**config.mk**
```make
export PLATFORM = sky130hd
export DESIGN_NAME = mcs_host
export DESIGN_NICKNAME = d
export VERILOG_FILES = /design/src/mcs_pkg.sv /design/src/mcs_lane_if.sv /design/src/mcs_host.sv /design/src/mcs_lane_dec.sv
export VERILOG_INCLUDE_DIRS = /design/src
export SDC_FILE = /design/constraint.sdc
export NUM_CORES = 1
export LEC_CHECK = 0
export BUFFER_PORTS_ARGS = -buffer_cell sky130_fd_sc_hd__buf_2
export CAP_MARGIN = 30
export CELL_PAD_IN_SITES_DETAIL_PLACEMENT = 1
export CELL_PAD_IN_SITES_GLOBAL_PLACEMENT = 2
export CORE_MARGIN = 10
export CORE_UTILIZATION = 25
export DETAILED_ROUTE_END_ITERATION = 8
export PLACE_DENSITY = 0.61
export SLEW_MARGIN = 20
export SYNTH_ARGS = -nofsm -noshare
export SYNTH_HDL_FRONTEND = slang
export SYNTH_HIERARCHICAL = 1
export SYNTH_SLANG_ARGS = --single-unit
export TNS_END_PERCENT = 50
```
**constraint.sdc**
```tcl
create_clock -name SYS_CLK -period 4.6 [get_ports SYS_CLK]
set_input_delay 0.46 -clock SYS_CLK [delete_from_list [all_inputs] [get_ports SYS_CLK]]
set_output_delay 0.46 -clock SYS_CLK [all_outputs]
set_load 0.01 [all_outputs]
```
**src/mcs_defines.svh**
```systemverilog
// timing counts and field constants for the memory card host controller
`ifndef MCS_DEFINES_SVH
`define MCS_DEFINES_SVH
`define MCS_CLK_NS 100
`define MCS_WIDTH_WAIT_US 1000
`define MCS_WIDTH_WAIT_CYC ((`MCS_WIDTH_WAIT_US * 1000 + `MCS_CLK_NS - 1) / `MCS_CLK_NS)
`define MCS_STROBE_NS 300
`define MCS_STROBE_CYC ((`MCS_STROBE_NS + `MCS_CLK_NS - 1) / `MCS_CLK_NS)
`define MCS_SIZE_64M 1'h0
`define MCS_SIZE_128M 1'h1
`endif

```
**src/mcs_pkg.sv**
```systemverilog
// types shared by the memory card host controller
package mcs_pkg;
   typedef enum logic [1:0] {MCS_EVEN = 2'h0, MCS_ODD = 2'h1, MCS_WORD = 2'h2} mcs_width_t;
   typedef enum logic [4:0] {
      MCS_IDLE = 5'h01,
      MCS_SETUP = 5'h02,
      MCS_STROBE = 5'h04,
      MCS_HOLD = 5'h08,
      MCS_SETTLE = 5'h10
   } mcs_state_t;
endpackage : mcs_pkg

```
**src/mcs_lane_if.sv**
```systemverilog
// lane steering signals between the sequencer and the lane decoder
`timescale 1ns/1ns
interface mcs_lane_if;
   import mcs_pkg::*;
   mcs_width_t width; // requested width
   logic [25:0] addr; // byte address
   logic ce1_n; // low byte enable
   logic ce2_n; // high byte enable
   logic a0; // address bit 0
   modport seq (output width, output addr, input ce1_n, input ce2_n, input a0);
   modport dec (input width, input addr, output ce1_n, output ce2_n, output a0);
endinterface : mcs_lane_if

```
**src/mcs_host.sv**
```systemverilog
// host socket controller driving a removable flash memory card
// Function
// - a0 selects byte only in x8
// - low enable even, high enable odd
// - word needs both enables, lanes split
// - write strobed by write enable, oe high
// - wait after width change before data
// - reset high powers card down
// - card present only if both detects low
// - data captured on write enable rise
`timescale 1ns/1ns
`include "mcs_defines.svh"
module mcs_host
   import mcs_pkg::*;
#(
   parameter int WIDTH_WAIT_CYC = `MCS_WIDTH_WAIT_CYC
)
(
   input wire logic SYS_CLK,
   input wire logic RST_B,
   input wire logic REQ_VALID,
   output logic REQ_READY,
   input wire logic REQ_WRITE,
   input wire logic REQ_ATTR,
   input wire logic [1:0] REQ_WIDTH,
   input wire logic [25:0] REQ_ADDR,
   input wire logic [15:0] REQ_WDATA,
   output logic RSP_VALID,
   output logic [15:0] RSP_RDATA,
   output logic RSP_ERROR,
   input wire logic CARD_RESET_REQ,
   output logic CARD_PRESENT,
   output logic CARD_BUSY,
   output logic CARD_PROTECTED,
   output logic [25:0] CARD_A,
   input wire logic [15:0] CARD_D_IN,
   output logic [15:0] CARD_D_OUT,
   output logic [15:0] CARD_D_OE_B,
   output logic CARD_CE1_B,
   output logic CARD_CE2_B,
   output logic CARD_OE_B,
   output logic CARD_WE_B,
   output logic CARD_REG_B,
   output logic CARD_RESET,
   input wire logic CARD_BUSY_B,
   input wire logic CARD_PROTECT,
   input wire logic CARD_CD1_B,
   input wire logic CARD_CD2_B,
   input wire logic CARD_WAIT_B,
   input wire logic CARD_BVD1_B,
   input wire logic CARD_BVD2_B
);
   localparam int STROBE_CYC = `MCS_STROBE_CYC;
   logic rst_meta_reg; // reset release stage one
   logic rst_b_reg; // synchronised reset
   logic [4:0] pin_meta_reg; // pin sync stage one
   logic [4:0] pin_reg; // pin sync stage two
   mcs_state_t state_reg; // sequencer state
   logic [19:0] cnt_reg; // phase and settle counter
   mcs_width_t last_width_reg; // width of previous access
   logic write_reg; // current access is a write
   logic attr_reg; // current access is attribute
   logic [15:0] wdata_reg; // write data held
   logic err_next; // refusal of a request
   mcs_width_t cur_width; // width of the access in flight, from the enables
   mcs_lane_if lane ();
   mcs_lane_dec u_dec (.lane(lane));
   // reset release through two flops
   always_ff @(posedge SYS_CLK or negedge RST_B)
   begin
      if (!RST_B)
      begin
         rst_meta_reg <= 1'b0;
         rst_b_reg <= 1'b0;
      end
      else
      begin
         rst_meta_reg <= 1'b1;
         rst_b_reg <= rst_meta_reg;
      end
   end
   // card status pins through two flops
   always_ff @(posedge SYS_CLK or negedge rst_b_reg)
   begin
      if (!rst_b_reg)
      begin
         pin_meta_reg <= 5'h1F;
         pin_reg <= 5'h1F;
      end
      else
      begin
         pin_meta_reg <= {CARD_PROTECT, CARD_BUSY_B, CARD_CD2_B, CARD_CD1_B, CARD_WAIT_B};
         pin_reg <= pin_meta_reg;
      end
   end
   // status to the user side
   assign CARD_PRESENT = ~pin_reg[1] & ~pin_reg[2];
   assign CARD_BUSY = ~pin_reg[3];
   assign CARD_PROTECTED = pin_reg[4];
   // card reset follows user request
   assign CARD_RESET = CARD_RESET_REQ;
   // request refused if absent, reset, or protected write
   always_comb
   begin
      err_next = !CARD_PRESENT || CARD_RESET_REQ || (REQ_WRITE && CARD_PROTECTED);
   end
   assign REQ_READY = (state_reg == MCS_IDLE);
   // lane decode inputs
   assign lane.width = mcs_width_t'(REQ_WIDTH == 2'h3 ? 2'h2 : REQ_WIDTH);
   assign lane.addr = REQ_ADDR;
   // width of the access on the pins; the user side may already move on
   always_comb
   begin
      if (!CARD_CE1_B && !CARD_CE2_B)
         cur_width = MCS_WORD;
      else if (CARD_CE1_B)
         cur_width = MCS_ODD;
      else
         cur_width = MCS_EVEN;
   end
   // sequencer; wait pin ignored since card never extends
   always_ff @(posedge SYS_CLK or negedge rst_b_reg)
   begin
      if (!rst_b_reg)
      begin
         state_reg <= MCS_IDLE;
         cnt_reg <= 20'h00000;
         last_width_reg <= MCS_WORD;
         write_reg <= 1'b0;
         attr_reg <= 1'b0;
         wdata_reg <= 16'h0000;
         CARD_A <= 26'h0000000;
         CARD_CE1_B <= 1'b1;
         CARD_CE2_B <= 1'b1;
         CARD_REG_B <= 1'b1;
         RSP_VALID <= 1'b0;
         RSP_ERROR <= 1'b0;
      end
      else
      begin
         RSP_VALID <= 1'b0;
         unique case (state_reg)
            MCS_IDLE:
            begin
               // both enables high: card in standby
               CARD_CE1_B <= 1'b1;
               CARD_CE2_B <= 1'b1;
               if (REQ_VALID && err_next)
               begin
                  RSP_VALID <= 1'b1;
                  RSP_ERROR <= 1'b1;
               end
               else if (REQ_VALID)
               begin
                  RSP_ERROR <= 1'b0;
                  write_reg <= REQ_WRITE;
                  attr_reg <= REQ_ATTR;
                  wdata_reg <= REQ_WDATA;
                  // device select bits pass straight onto A25..A1
                  CARD_A <= {REQ_ADDR[25:1], lane.a0};
                  CARD_REG_B <= ~REQ_ATTR;
                  CARD_CE1_B <= lane.ce1_n;
                  CARD_CE2_B <= lane.ce2_n;
                  cnt_reg <= 20'(STROBE_CYC - 1);
                  state_reg <= MCS_SETUP;
               end
            end
            MCS_SETUP:
            begin
               cnt_reg <= 20'(STROBE_CYC - 1);
               state_reg <= MCS_STROBE;
            end
            MCS_STROBE:
            begin
               if (cnt_reg == 20'h00000)
               begin
                  state_reg <= MCS_HOLD;
               end
               else
               begin
                  cnt_reg <= cnt_reg - 20'h00001;
               end
            end
            MCS_HOLD:
            begin
               // strobe just rose; card latches on the next edge, as this state ends
               CARD_CE1_B <= 1'b1;
               CARD_CE2_B <= 1'b1;
               CARD_REG_B <= 1'b1;
               // compare against the access just done, not the live request
               if (!write_reg && (last_width_reg != cur_width))
               begin
                  cnt_reg <= 20'(WIDTH_WAIT_CYC);
                  state_reg <= MCS_SETTLE;
               end
               else
               begin
                  RSP_VALID <= 1'b1;
                  state_reg <= MCS_IDLE;
               end
               last_width_reg <= cur_width;
            end
            MCS_SETTLE:
            begin
               // width changed: hold off read result
               if (cnt_reg == 20'h00000)
               begin
                  RSP_VALID <= 1'b1;
                  state_reg <= MCS_IDLE;
               end
               else
               begin
                  cnt_reg <= cnt_reg - 20'h00001;
               end
            end
            default:
            begin
               state_reg <= MCS_IDLE;
            end
         endcase
      end
   end
   // read capture at end of strobe, lanes steered to user
   always_ff @(posedge SYS_CLK or negedge rst_b_reg)
   begin
      if (!rst_b_reg)
      begin
         RSP_RDATA <= 16'h0000;
      end
      else if (state_reg == MCS_STROBE && cnt_reg == 20'h00000 && !write_reg)
      begin
         if (!CARD_CE1_B && !CARD_CE2_B)
            RSP_RDATA <= {attr_reg ? 8'h00 : CARD_D_IN[15:8], CARD_D_IN[7:0]};
         else if (!CARD_CE2_B)
            RSP_RDATA <= {8'h00, attr_reg ? 8'h00 : CARD_D_IN[15:8]};
         else
            RSP_RDATA <= {8'h00, (attr_reg && CARD_A[0]) ? 8'h00 : CARD_D_IN[7:0]};
      end
   end
   // strobes: only a read or a write, never both
   always_ff @(posedge SYS_CLK or negedge rst_b_reg)
   begin
      if (!rst_b_reg)
      begin
         CARD_OE_B <= 1'b1;
         CARD_WE_B <= 1'b1;
         CARD_D_OUT <= 16'h0000;
         CARD_D_OE_B <= 16'hFFFF;
      end
      else if (state_reg == MCS_SETUP)
      begin
         CARD_OE_B <= write_reg;
         CARD_WE_B <= ~write_reg;
         if (write_reg)
         begin
            // odd byte alone via low enable sits on D7..0
            CARD_D_OUT <= (!CARD_CE1_B && CARD_CE2_B && CARD_A[0]) ? {8'h00, wdata_reg[15:8]}
               : (CARD_CE1_B ? {wdata_reg[15:8], 8'h00} : wdata_reg);
            CARD_D_OE_B <= {{8{CARD_CE2_B}}, {8{CARD_CE1_B}}};
         end
      end
      else if (state_reg == MCS_STROBE && cnt_reg == 20'h00000)
      begin
         // rising write enable latches data
         CARD_OE_B <= 1'b1;
         CARD_WE_B <= 1'b1;
      end
      else if (state_reg != MCS_STROBE)
      begin
         CARD_OE_B <= 1'b1;
         CARD_WE_B <= 1'b1;
         CARD_D_OE_B <= 16'hFFFF;
      end
   end
endmodule : mcs_host

```
**src/mcs_lane_dec.sv**
```systemverilog
// card enable and address bit 0 decode from the requested width
`timescale 1ns/1ns
module mcs_lane_dec
   import mcs_pkg::*;
(
   mcs_lane_if.dec lane
);
   // enables for each width
   always_comb
   begin
      lane.a0 = 1'b0;
      lane.ce1_n = 1'b1;
      lane.ce2_n = 1'b1;
      unique case (lane.width)
         MCS_EVEN:
         begin
            // low enable alone, a0 picks byte
            lane.ce1_n = 1'b0;
            lane.a0 = lane.addr[0];
         end
         MCS_ODD:
         begin
            lane.ce2_n = 1'b0;
            lane.a0 = 1'b1;
         end
         MCS_WORD:
         begin
            // both enables, a0 left low
            lane.ce1_n = 1'b0;
            lane.ce2_n = 1'b0;
         end
         default:
         begin
            lane.ce1_n = 1'b1;
         end
      endcase
   end
endmodule : mcs_lane_dec

```
Word-level counts from Yosys, hierarchy flattened --
Index checks and enable logic that the tools add are counted.
Cells by class: mux-type cells 46, $lt $le $gt $ge 0, shift-type cells 0, add/sub/neg operators 1, $mul 0, bitwise logic cells 7, reductions and logical operators 32, divide/modulo/power cells 0, equality and inequality tests 18
Operators with widths (count):
- two-way mux 16 bit | 6
- two-way mux 20 bit | 4
- one-hot mux 20 bit (4 select lines) | 1
- two-way mux 8 bit | 4
- two-way mux 5 bit | 5
- one-hot mux 5 bit (5 select lines) | 1
- logical NOT 20 bit | 1
- subtractor 20 x 1 -> 20 bit (second input constant) | 1
- two-way mux 1 bit | 18
- != test 2 bit (second input constant) | 7
- logical AND 1 bit | 9
- AND reduction 3 bit | 3
- one-hot mux 1 bit (2 select lines) | 4
- NOT 1 bit | 6
- nonzero test 2 bit | 3
- OR reduction 2 bit | 3
- equality test 5 x 1 -> 1 bit (second input constant) | 1
- equality test 5 x 2 -> 1 bit (second input constant) | 1
- equality test 5 x 3 -> 1 bit (second input constant) | 1
- equality test 5 x 4 -> 1 bit (second input constant) | 1
- equality test 5 bit (second input constant) | 1
- != test 5 x 3 -> 1 bit (second input constant) | 1
- AND reduction 5 bit | 1
- equality test 2 bit (second input constant) | 2
- 13 further kinds | 19
Word-level totals: output and inout bits 86, bits in registers 138, logic and storage cells 125, memories kept 0, ROM bits 0, RAM bits 0, bits in latches 0

Depth between registers and ports, before layout --
Gate-level depths: netlist of run 1.
depth in word-level cells 8, gate-level depth with buffers 8, mapped depth without buffers 7

Cells and area by module --
Netlist of run 1, hierarchy kept.
Modules (own cells, without submodules):
- mcs_host | area an instance 5545.3 um^2, times used 1, sequential area each 3074.2 um^2, cells an instance 490
- mcs_lane_dec | area an instance 60.1 um^2, times used 1, sequential area each 0.0 um^2, cells an instance 8

Least setup slack after synthesis of run 1 --
No wires, ideal clock.
path type flip-flop to flip-flop, from register cnt_reg[0], to register cnt_reg[9], data required time 4.474 ns, path slack 2.325 ns, clock period less this slack 2.275 ns, buffers on the path 1, stages on the path, launching flop included 8, data arrival time 2.149 ns, cells stage by stage dfrtp_1 > inv_1 > ha_1 > or4b_1 > buf_2 > nor4_4 > a311oi_4 > a221o_1
Between the ends: cells in the longest elaborated chain, start to end 3, elaborated cells between the ends (all ways) 6, classes of those cells add/sub: 1; eq/ne: 1; mux: 2; reduce/logical: 2
RTL lines:
- from (decl) | RTL line mcs_host.sv:59 | logic [19:0] cnt_reg;
- from (signal assigned) | RTL line mcs_host.sv:164 | cnt_reg <= 20'(STROBE_CYC - 1);
- from (signal assigned) | RTL line mcs_host.sv:170 | cnt_reg <= 20'(STROBE_CYC - 1);
- from (signal assigned) | RTL line mcs_host.sv:181 | cnt_reg <= cnt_reg - 20'h00001;
- subtractor 20 x 1 -> 20 bit or logical NOT 20 bit (tied branches)
- two-way mux 20 bit or != test 2 bit (tied branches)
- one-hot mux 20 bit (4 select lines) or AND reduction 5 bit (tied branches)
Parallel ways exist; a longest one is shown, timed or not. The select of a mux whose other input is x is not followed. A chain may end at the register's enable or synchronous reset.

Worst setup path in the final report of run 1 --
from register CARD_CE2_B, to register cnt_reg[1]
Between the ends: cells in the longest elaborated chain, start to end 7
RTL lines:
- from (decl) | RTL line mcs_host.sv:40 | output logic CARD_CE2_B,
- from (signal assigned) | RTL line mcs_host.sv:163 | CARD_CE2_B <= lane.ce2_n;
- logical NOT 1 bit
- logical AND 1 bit | RTL line mcs_host.sv:114 | if (!CARD_CE1_B && !CARD_CE2_B)
- two-way mux 2 bit | RTL line mcs_host.sv:114
- != test 2 bit | RTL line mcs_host.sv:191 | if (!write_reg && (last_width_reg != cur_width))
- logical AND 1 bit | RTL line mcs_host.sv:191
- != test 2 bit (no source line)
- AND reduction 5 bit (no source line)
- to (signal assigned) | RTL line mcs_host.sv:181
- to (signal assigned) | RTL line mcs_host.sv:193 | cnt_reg <= 20'(WIDTH_WAIT_CYC);
- to (signal assigned) | RTL line mcs_host.sv:213 | cnt_reg <= cnt_reg - 20'h00001;
Every way passes these cells.

==> flow_summary.ini, run 1 <==
[run_status]
status = completed

[final_layout]
fillers = 2486
nNetsFinal = 713
multiInputGateArea_sq_mm = 0.00220
diodes = 0
regArea_sq_mm = 0.00308
largest_reg_flops = 26
syn2layout_area_growth_pct = 28.5
drive_above_1_share = 0.427
stdcell_area_sq_mm = 0.00720

[setup_path]
critPathSlowestCell = or2_0
critPathMaxStageDelay_ns = 0.65
crit_chain = or3b_2 -> a21oi_1 -> o31a_1 -> or2_0 -> o221a_1
cp.required_ns = 4.94
cp-start-kind = register
worst-path-max-fanout = 13
endpoint_kind = register
path_class = reg -> reg
arrival_ns = 3.14

[die]
die_w_microns = 170
io_pins = 159
core_sq_mm = 0.0220
rows = 54
fp.dieH_microns = 170
start_util = 0.255
die_area_sq_mm = 0.0288

[logic_synthesis]
synthArstFlopShare = 1.00
synth-seq-cells = 122
synth-edff-count = 0
synthesis.area_sq_mm = 0.00561
yosys_warnings = 6
syn-num-nets = 575
ys.flop_type = dfrtp_1
synth_cell_types = 72
syn_inst = 498
yosysSeqAreaShare = 0.548
syn_avg_cell_area_sq_um = 11.3

[global_route]
first_global_vias = 5021
antenna_found_initial = 0
overflow = 0
grt_pass1_wl_microns = 28400
grt_max_degree = 57
grt_use_total = 0.124

[drt]
wire_per_inst_microns = 18.8
drt_iter0_drc = 201
via_count = 4426
finalWirelength_microns = 17500
vias_per_cell = 4.76
drtPass1Iterations = 4
postRouteAntennaNets = 0
drt_drc_violations_left = 0

[timing]
setup_violations = 0
max_freq_ghz = 0.357
relSlewSlack = 0.377
slew_viol_final = 0
min_period_over_period = 0.609
timing.hold.ws_ns = 0.138
rsz0062_at_grt = no
hold_violations = 0
worstMarginPinSlew_ns = 0.925
finClkSkew_ns = 0.0103
tns_ns = 0
fin_crit_ns = 2.80

[clock_tree]
clock_sinks = 122
cts_inserted_buffers = 17
cts_resized = 0
tritoncts = yes
clk_latency_ns = 0.41
htreeDepth = 4
path_clk_slew_ns = 0.06
post-cts-setup-buffers = 0
ctsRootBufferMaster = clkbuf_16
clock_path_buffers = 2

[placement]
place_area_sq_mm = 0.00657
place_hpwl_microns = 13000
gp_congestion = 0.741
io_buffers = 155

[power]
intPower_w = 0.00255
sequentialPowerShare = 0.403
pwr-share-clk = 0.386
leakage_nw = 3.31
power_w = 0.00366
p_switching_w = 0.00112
switching_share = 0.304
power_frac_comb = 0.211
ir_drop_v = 0.000237
power.density_mw_per_mm2 = 509

[min_path]
hold_class = in -> reg

[flow_run]
drv_cap = 0
critical path, delay by kind of cell (launching register included):
| kind | cells | cell delay (ns) |
|---|---|---|
| AND/OR/NAND/NOR | 2 | 1.11 |
| AO/OA/AOI/OAI | 3 | 0.99 |
| flip-flops | 1 | 0.62 |
timing repair:
item,CTS,global route
hold buffers,1,0
setup endpoints to repair,0,0
hold endpoints to repair,2,0
placed cells by master (no fill, tap or decap), drive strengths merged, types with 8 or more instances in the layout:
master    n
buf     162
dfrtp   105
nand2    66
mux2     44
o21ai    34
inv      27
clkbuf   18
dfstp    17
nor2     14
a21oi    11
o41ai    11
o31ai     9
a32oi     8
a22oi     8
nor3      8
path summary, 6_finish.rpt:
| path | startpoint | depth (start not counted) | to | slack, ns |
|---|---|---|---|---|
| max | CARD_CE2_B | 5 | cnt_reg[1] | 1.80 |
| min | CARD_BUSY_B | 1 | pin_meta_reg[3] | 0.14 |
| max reg2reg | CARD_CE2_B | 5 | cnt_reg[1] | 1.80 |
| min reg2reg | pin_meta_reg[1] | 0 | pin_reg[1] | 0.36 |
| max in group asynchronous | rst_b_reg | 1 | CARD_CE1_B | 3.20 |
| min in group asynchronous | RST_B | 2 | rst_b_reg | 0.35 |
synthesized netlist by cell type, drive strengths merged, types with 2 or more instances:
| cell type | number | area share |
|---|---|---|
| a22oi | 8 | 0.011 |
| a32oi | 8 | 0.013 |
| a31oi | 6 | 0.0067 |
| or4 | 4 | 0.0056 |
| o2bb2ai | 2 | 0.0031 |
| a211oi | 5 | 0.0067 |
| a21o | 3 | 0.0042 |
| dfstp | 17 | 0.080 |
| o21ai | 34 | 0.030 |
| o22ai | 2 | 0.0022 |
| nor2b | 2 | 0.0022 |
| o311a | 2 | 0.0036 |
| or3 | 4 | 0.0045 |
| and3 | 2 | 0.0022 |
| o22a | 2 | 0.0031 |
| o41a | 2 | 0.0040 |
| nor2 | 14 | 0.0094 |
| nor3 | 8 | 0.0080 |
| a211o | 4 | 0.0065 |
| nor3b | 4 | 0.0054 |
| mux2 | 44 | 0.088 |
| inv | 26 | 0.017 |
| dfrtp | 105 | 0.47 |
| nor4 | 5 | 0.0094 |
| clkbuf | 12 | 0.0080 |
| o31ai | 9 | 0.012 |
| ha | 4 | 0.0089 |
| a21oi | 11 | 0.0098 |
| o41ai | 11 | 0.027 |
| buf | 32 | 0.036 |
| nor4b | 2 | 0.0031 |
| nand3 | 7 | 0.0062 |
| or2 | 3 | 0.0033 |
| o211ai | 2 | 0.0027 |
| nand2 | 66 | 0.044 |
| a221o | 2 | 0.0036 |
metal layers:
| metal | part of all wire | global-route usage |
|---|---|---|
| met2 | 0.45 | 0.187 |
| met1 | 0.44 | 0.155 |
| met4 | 0.0085 | 0.0359 |
| met5 | 0 | 0 |
| met3 | 0.097 | 0.0591 |
cell type report:
class | count | area share
sequential | 122 | 0.427
multi-input combinational | 306 | 0.305
timing repair buffer | 163 | 0.118
clock buffer | 18 | 0.0596
tap | 280 | 0.0486
clock inverter | 14 | 0.0273
inverter | 26 | 0.0135
power groups by stage:
stage / clock network, W / registers [W] / logic (W)
finish: 0.00142 / 0.00148 / 0.000773
global route: 0.00151 / 0.00152 / 0.000862
CTS: 0.00145 / 0.00148 / 0.000788
detailed placement: 0 / 0.00149 / 0.000784
global placement: 0 / 0.00148 / 0.000767
floorplan: 0 / 0.00150 / 0.000425
kinds of logic (layout without fill, tap and decap cells):
logic type	count (synthesis)	after routing	synth area share
DFF	122	122	0.548
and+or+nand+nor	129	129	0.116
AOI/OAI and AO/OA	127	127	0.174
adders and majority gates	4	4	0.00893
buffers and inverters	70	221	0.0614
muxes	44	44	0.0884
other	1	1	0.000669
xor gates and xnor gates	1	1	0.00156
stage by stage:
| stage | cells | util | setup slack, ns |
|---|---|---|---|
| 2_1_floorplan | 498 | - | 0.979 |
| 3_3_place_gp | 894 | 0.298 | 1.74 |
| 3_5_place_dp | 896 | 0.299 | 1.80 |
| 4_1_cts | 929 | 0.328 | 1.79 |
| 5_1_grt | 929 | 0.328 | 1.59 |
| 6_report | 929 | 0.328 | 1.80 |
Power figures use the tool's default switching activity.
==> run 2, diff against run 1 <==
--- a/config.mk
+++ b/config.mk
@@ -13,7 +13,7 @@
 export CORE_MARGIN = 10
 export CORE_UTILIZATION = 25
 export DETAILED_ROUTE_END_ITERATION = 8
-export PLACE_DENSITY = 0.61
+export PLACE_DENSITY = 0.63
 export SLEW_MARGIN = 20
 export SYNTH_ARGS = -nofsm -noshare
 export SYNTH_HDL_FRONTEND = slang
==> constraint.sdc (replaced) <==
create_clock -name SYS_CLK -period 2.3 [get_ports SYS_CLK]
set_input_delay 0.23 -clock SYS_CLK [delete_from_list [all_inputs] [get_ports SYS_CLK]]
set_output_delay 0.23 -clock SYS_CLK [all_outputs]
set_load 0.01 [all_outputs]
==> run 2 against run 1 <==
Worst hold slack worse by 0.096 ns. Critical path depth up 2. Count of clock-buffer cells in the layout up 2. Critical path type unchanged. Largest power group unchanged.
==> flow_summary.ini, run 2 (synthesized netlist as in run 1, its figures left out) <==
[setup_path]
arrival_ns = 2.47
worst-path-max-fanout = 6
crit_end = cnt_reg[0]
rrSetupSlack_ns = 0.12
path_class = reg -> reg
cp-start-kind = register
reg2reg_to = cnt_reg[0]
rr_startpoint = pin_reg[1]
cp-startpoint = pin_reg[1]
endpoint_kind = register
rr_worst_depth = 7
cp.required_ns = 2.59

[clock_tree]
ctsRootBufferMaster = clkbuf_16
cts_inserted_buffers = 17
tritoncts = yes
path_clk_slew_ns = 0.06
clk_latency_ns = 0.41
htreeDepth = 4
clock_sinks = 122
clock_path_buffers = 2

[final_layout]
final_cell_mix = buf_2 (156), dfrtp_1 (104), nand2_1 (66)
largest_reg_flops = 26
drive_above_1_share = 0.464
final_util = 0.345
nNetsFinal = 753
syn2layout_area_growth_pct = 35.2
fillers = 2488
final_common_cell = buf_2
diodes = 0

[die]
rows = 54
die_w_microns = 170
start_util = 0.255
die_area_sq_mm = 0.0288
core_sq_mm = 0.0220
fp.dieH_microns = 170
io_pins = 159

[timing]
worstMarginPinSlew_ns = 0.515
postLayoutSetupSlackWorst_ns = 0.117
relSlewSlack = 0.655
hold_violations = 0
slew_viol_final = 0
max_freq_ghz = 0.458
timing.hold.ws_ns = 0.0429
finClkSkew_ns = 0.00872
rsz0062_at_grt = no
setup_violations = 0
fin_crit_ns = 2.18
min_period_over_period = 0.949

[drt]
drt_drc_violations_left = 0
postRouteAntennaNets = 0
via_count = 4575
vias_per_cell = 4.72
wire_per_inst_microns = 18.3
drtPass1Iterations = 4
finalWirelength_microns = 17800
drt_iter0_drc = 176

[flow_run]
drv_cap = 0

[run_status]
status = completed

[global_route]
overflow = 0
first_global_vias = 5189
grt_use_total = 0.126
grt_pass1_wl_microns = 28800
antenna_found_initial = 2
grt_max_degree = 55

[min_path]
hold_class = in -> reg

[placement]
gp_congestion = 0.788
io_buffers = 155
place_hpwl_microns = 13400
place_ws_ns = -0.0101

[power]
ir_drop_v = 0.000524
leakage_nw = 3.53
power.density_mw_per_mm2 = 980
run 2: how the worst min path moves through the flow:
stage	slack (ns)	endpoint	cells after the start	from
finish	0.04	CARD_A[25]	2	REQ_ADDR[25]
global route	0.03	CARD_A[18]	2	REQ_ADDR[18]
CTS	0.03	CARD_A[25]	2	REQ_ADDR[25]
detailed placement	0.02	rst_meta_reg	1	RST_B
global placement	0.02	rst_meta_reg	1	RST_B
floorplan	-0.07	rst_b_reg	0	RST_B
run 2: cell type report:
type | instances | area [sq um] | area share
Multi-Input combinational cell | 306 | 2240 | 0.296
Sequential cell | 122 | 3080 | 0.406
Clock inverter | 12 | 164 | 0.0216
Inverter | 26 | 97.6 | 0.0129
Tap cell | 280 | 350 | 0.0462
Clock buffer | 20 | 457 | 0.0603
Timing Repair Buffer | 203 | 1190 | 0.157
run 2: where the power goes:
group	switching (W)	internal (W)	total, W
sequential	0.000321	0.00259	0.00292
clock	0.00101	0.00177	0.00279
combinational	0.000925	0.000797	0.00172
total	0.00226	0.00517	0.00742
run 2: what timing repair did:
action	4_1_cts	5_1_grt
setup endpoints to repair	2	23
hold endpoints to repair	7	0
gates resized for setup	1	10
hold buffers	6	0
buffers inserted	0	0
pin swaps	0	1
run 2: per-stage QoR:
step                instances  cell area [sq um]  TNS, ns  power (W)
floorplan                 498               5610        0    0.00385
finish                    969               7580        0    0.00742
detailed placement        930               6850  -0.0101    0.00467
CTS                       968               7530        0    0.00754
global placement          930               6850        0    0.00460
global route              969               7580        0    0.00789
run 2: worst max-delay path, cell delays in order, from the launching register on:
cell	delay (ns)
dfstp_2	0.38
a2111o_1	0.42
o2111ai_1	0.26
o41ai_2	0.14
buf_4	0.18
a311oi_4	0.42
buf_4	0.19
a21oi_1	0.06
run 2: routing by layer:
| metal | wire, microns | vias to the layer above | global-route usage | share of wire |
|---|---|---|---|---|
| li1 | - | 2156 | - | - |
| met1 | 7750 | 2269 | 0.151 | 0.44 |
| met2 | 8180 | 131 | 0.196 | 0.46 |
| met3 | 1560 | 17 | 0.0565 | 0.088 |
| met4 | 267 | 2 | 0.0424 | 0.015 |
| met5 | 11 | - | 0 | 0.00062 |
==> run 3, diff against run 2 <==
--- a/config.mk
+++ b/config.mk
@@ -13,7 +13,7 @@
 export CORE_MARGIN = 10
 export CORE_UTILIZATION = 25
 export DETAILED_ROUTE_END_ITERATION = 8
-export PLACE_DENSITY = 0.63
+export PLACE_DENSITY = 0.61
 export SLEW_MARGIN = 20
 export SYNTH_ARGS = -nofsm -noshare
 export SYNTH_HDL_FRONTEND = slang
==> constraint.sdc (replaced) <==
create_clock -name SYS_CLK -period 2.4 [get_ports SYS_CLK]
set_input_delay 0.24 -clock SYS_CLK [delete_from_list [all_inputs] [get_ports SYS_CLK]]
set_output_delay 0.24 -clock SYS_CLK [all_outputs]
set_load 0.01 [all_outputs]
==> run 3 against run 2 <==
Flip-flop and latch count is the same. Die area stayed put. Combinational power decreased by 4%. Clock skew about the same. Via count up 0.24%. Non-clock buffer count fell by 1. Sequential power down 4%. Critical path depth unchanged. Count of clock-buffer cells in the layout down 3. Register-to-register slack barely moved.
==> flow_summary.ini, run 3 (synthesized netlist as in run 1, its figures left out) <==
[flow_run]
drv_cap = 0

[final_layout]
finalNonFillerCells = 970
final_cell_mix = buf_2 (155), dfrtp_1 (104), nand2_1 (65)
multiInputGateArea_sq_mm = 0.00221
nNetsFinal = 752
final_common_cell = buf_2
drive_above_1_share = 0.458
fillers = 2434
syn2layout_area_growth_pct = 33.9
final_util = 0.342
largest_reg_flops = 26
regArea_sq_mm = 0.00308

[drt]
finalWirelength_microns = 17800
wire_per_inst_microns = 18.4
drt_drc_violations_left = 0
vias_per_cell = 4.73
via_count = 4586
drt_iter0_drc = 187
postRouteAntennaNets = 0
drtPass1Iterations = 4

[timing]
min_period_over_period = 0.954
tns_ns = 0
worstMarginPinSlew_ns = 0.539
postLayoutSetupSlackWorst_ns = 0.110
hold_violations = 0
setup_violations = 0
relSlewSlack = 0.638
max_freq_ghz = 0.437
rsz0062_at_grt = no
finClkSkew_ns = 0.00841
fin_crit_ns = 2.29
slew_viol_final = 0

[clock_tree]
path_clk_slew_ns = 0.06
htreeDepth = 4
clock_path_buffers = 2
clock_sinks = 122
post-cts-setup-buffers = 0
clk_latency_ns = 0.42
cts_inserted_buffers = 17
ctsRootBufferMaster = clkbuf_16
tritoncts = yes

[power]
ir_drop_v = 0.000481
power.density_mw_per_mm2 = 934
power_w = 0.00701
leakage_nw = 3.49

[die]
fp.dieH_microns = 170
core_sq_mm = 0.0220
rows = 54
start_util = 0.255
die_area_sq_mm = 0.0288
die_w_microns = 170
io_pins = 159

[global_route]
use_met3 = 0.0595
grt_max_degree = 50
grt_use_met1 = 0.149
grt_use_total = 0.125
overflow = 0
antenna_found_initial = 2
first_global_vias = 5112
grt_pass1_wl_microns = 28400
met2_usage = 0.192
top_usage_layer = met2

[setup_path]
critPathMaxStageDelay_ns = 0.46
path_class = reg -> reg
cp.required_ns = 2.70
worst-path-max-fanout = 8
endpoint_kind = register
path_buf_inv = 2
rr_startpoint = state_reg[3]
critPathSlowestCell = dfrtp_1
arrival_ns = 2.59
cp_common_cell = buf_4
cp-startpoint = state_reg[3]
cp_top_family = simple AND/OR/NAND/NOR gates
crit_chain = nor3_1 -> nor3b_2 -> o41ai_2 -> buf_4 -> or2_0 -> buf_4 -> a221o_1
cp-start-kind = register

[run_status]
status = completed

[placement]
dp_cells = 930
io_buffers = 155
place_ws_ns = 0.0579
gp_congestion = 0.777
place_hpwl_microns = 13500

[min_path]
worstHoldStart = REQ_WDATA[0]
hold_class = in -> reg
run 3: per-stage QoR:
stage          hold slack [ns]  area [sq um]
6_report                0.0461          7500
5_1_grt                 0.0253          7500
4_1_cts                 0.0243          7490
3_5_place_dp            0.0269          6850
3_3_place_gp            0.0274          6850
2_1_floorplan          -0.0556          5610
run 3: cell type report:
cell class | count | share of cell area
clock buffer | 17 | 0.0567
inverter | 26 | 0.0130
tap | 280 | 0.0467
sequential | 122 | 0.410
timing repair buffer | 202 | 0.157
clock inverter | 15 | 0.0207
multi-input combinational | 306 | 0.295
antenna | 2 | 0.000667
run 3: layer usage:
layer	vias to the layer above	wire length (microns)
met1	2268	7740
met4	2	228
met3	16	1720
li1	2163	-
met2	137	8120
met5	-	20
run 3: repair_timing:
| item | in CTS | in global routing |
|---|---|---|
| resized for setup | 0 | 3 |
| hold buffers | 6 | 0 |
| endpoints found under the setup margin | 0 | 8 |
| endpoints found under the hold margin | 7 | 0 |
run 3: final timing paths:
kind / to / slack, ns / cells past startpoint
hold reg to reg: cnt_reg[14] / 0.27 / 0
min in group asynchronous: rst_b_reg / 0.13 / 2
hold / removal: wdata_reg[0] / 0.05 / 2
max in group asynchronous: CARD_D_OE_B[14] / 1.47 / 1
setup / recovery: cnt_reg[13] / 0.11 / 7
setup reg to reg: cnt_reg[13] / 0.11 / 7
run 3: report_power, final:
part | internal [W] | switching [W] | total (W)
combinational | 0.000783 | 0.000870 | 0.00165
clock | 0.00147 | 0.00108 | 0.00255
sequential | 0.00248 | 0.000318 | 0.00280
total | 0.00473 | 0.00227 | 0.00701
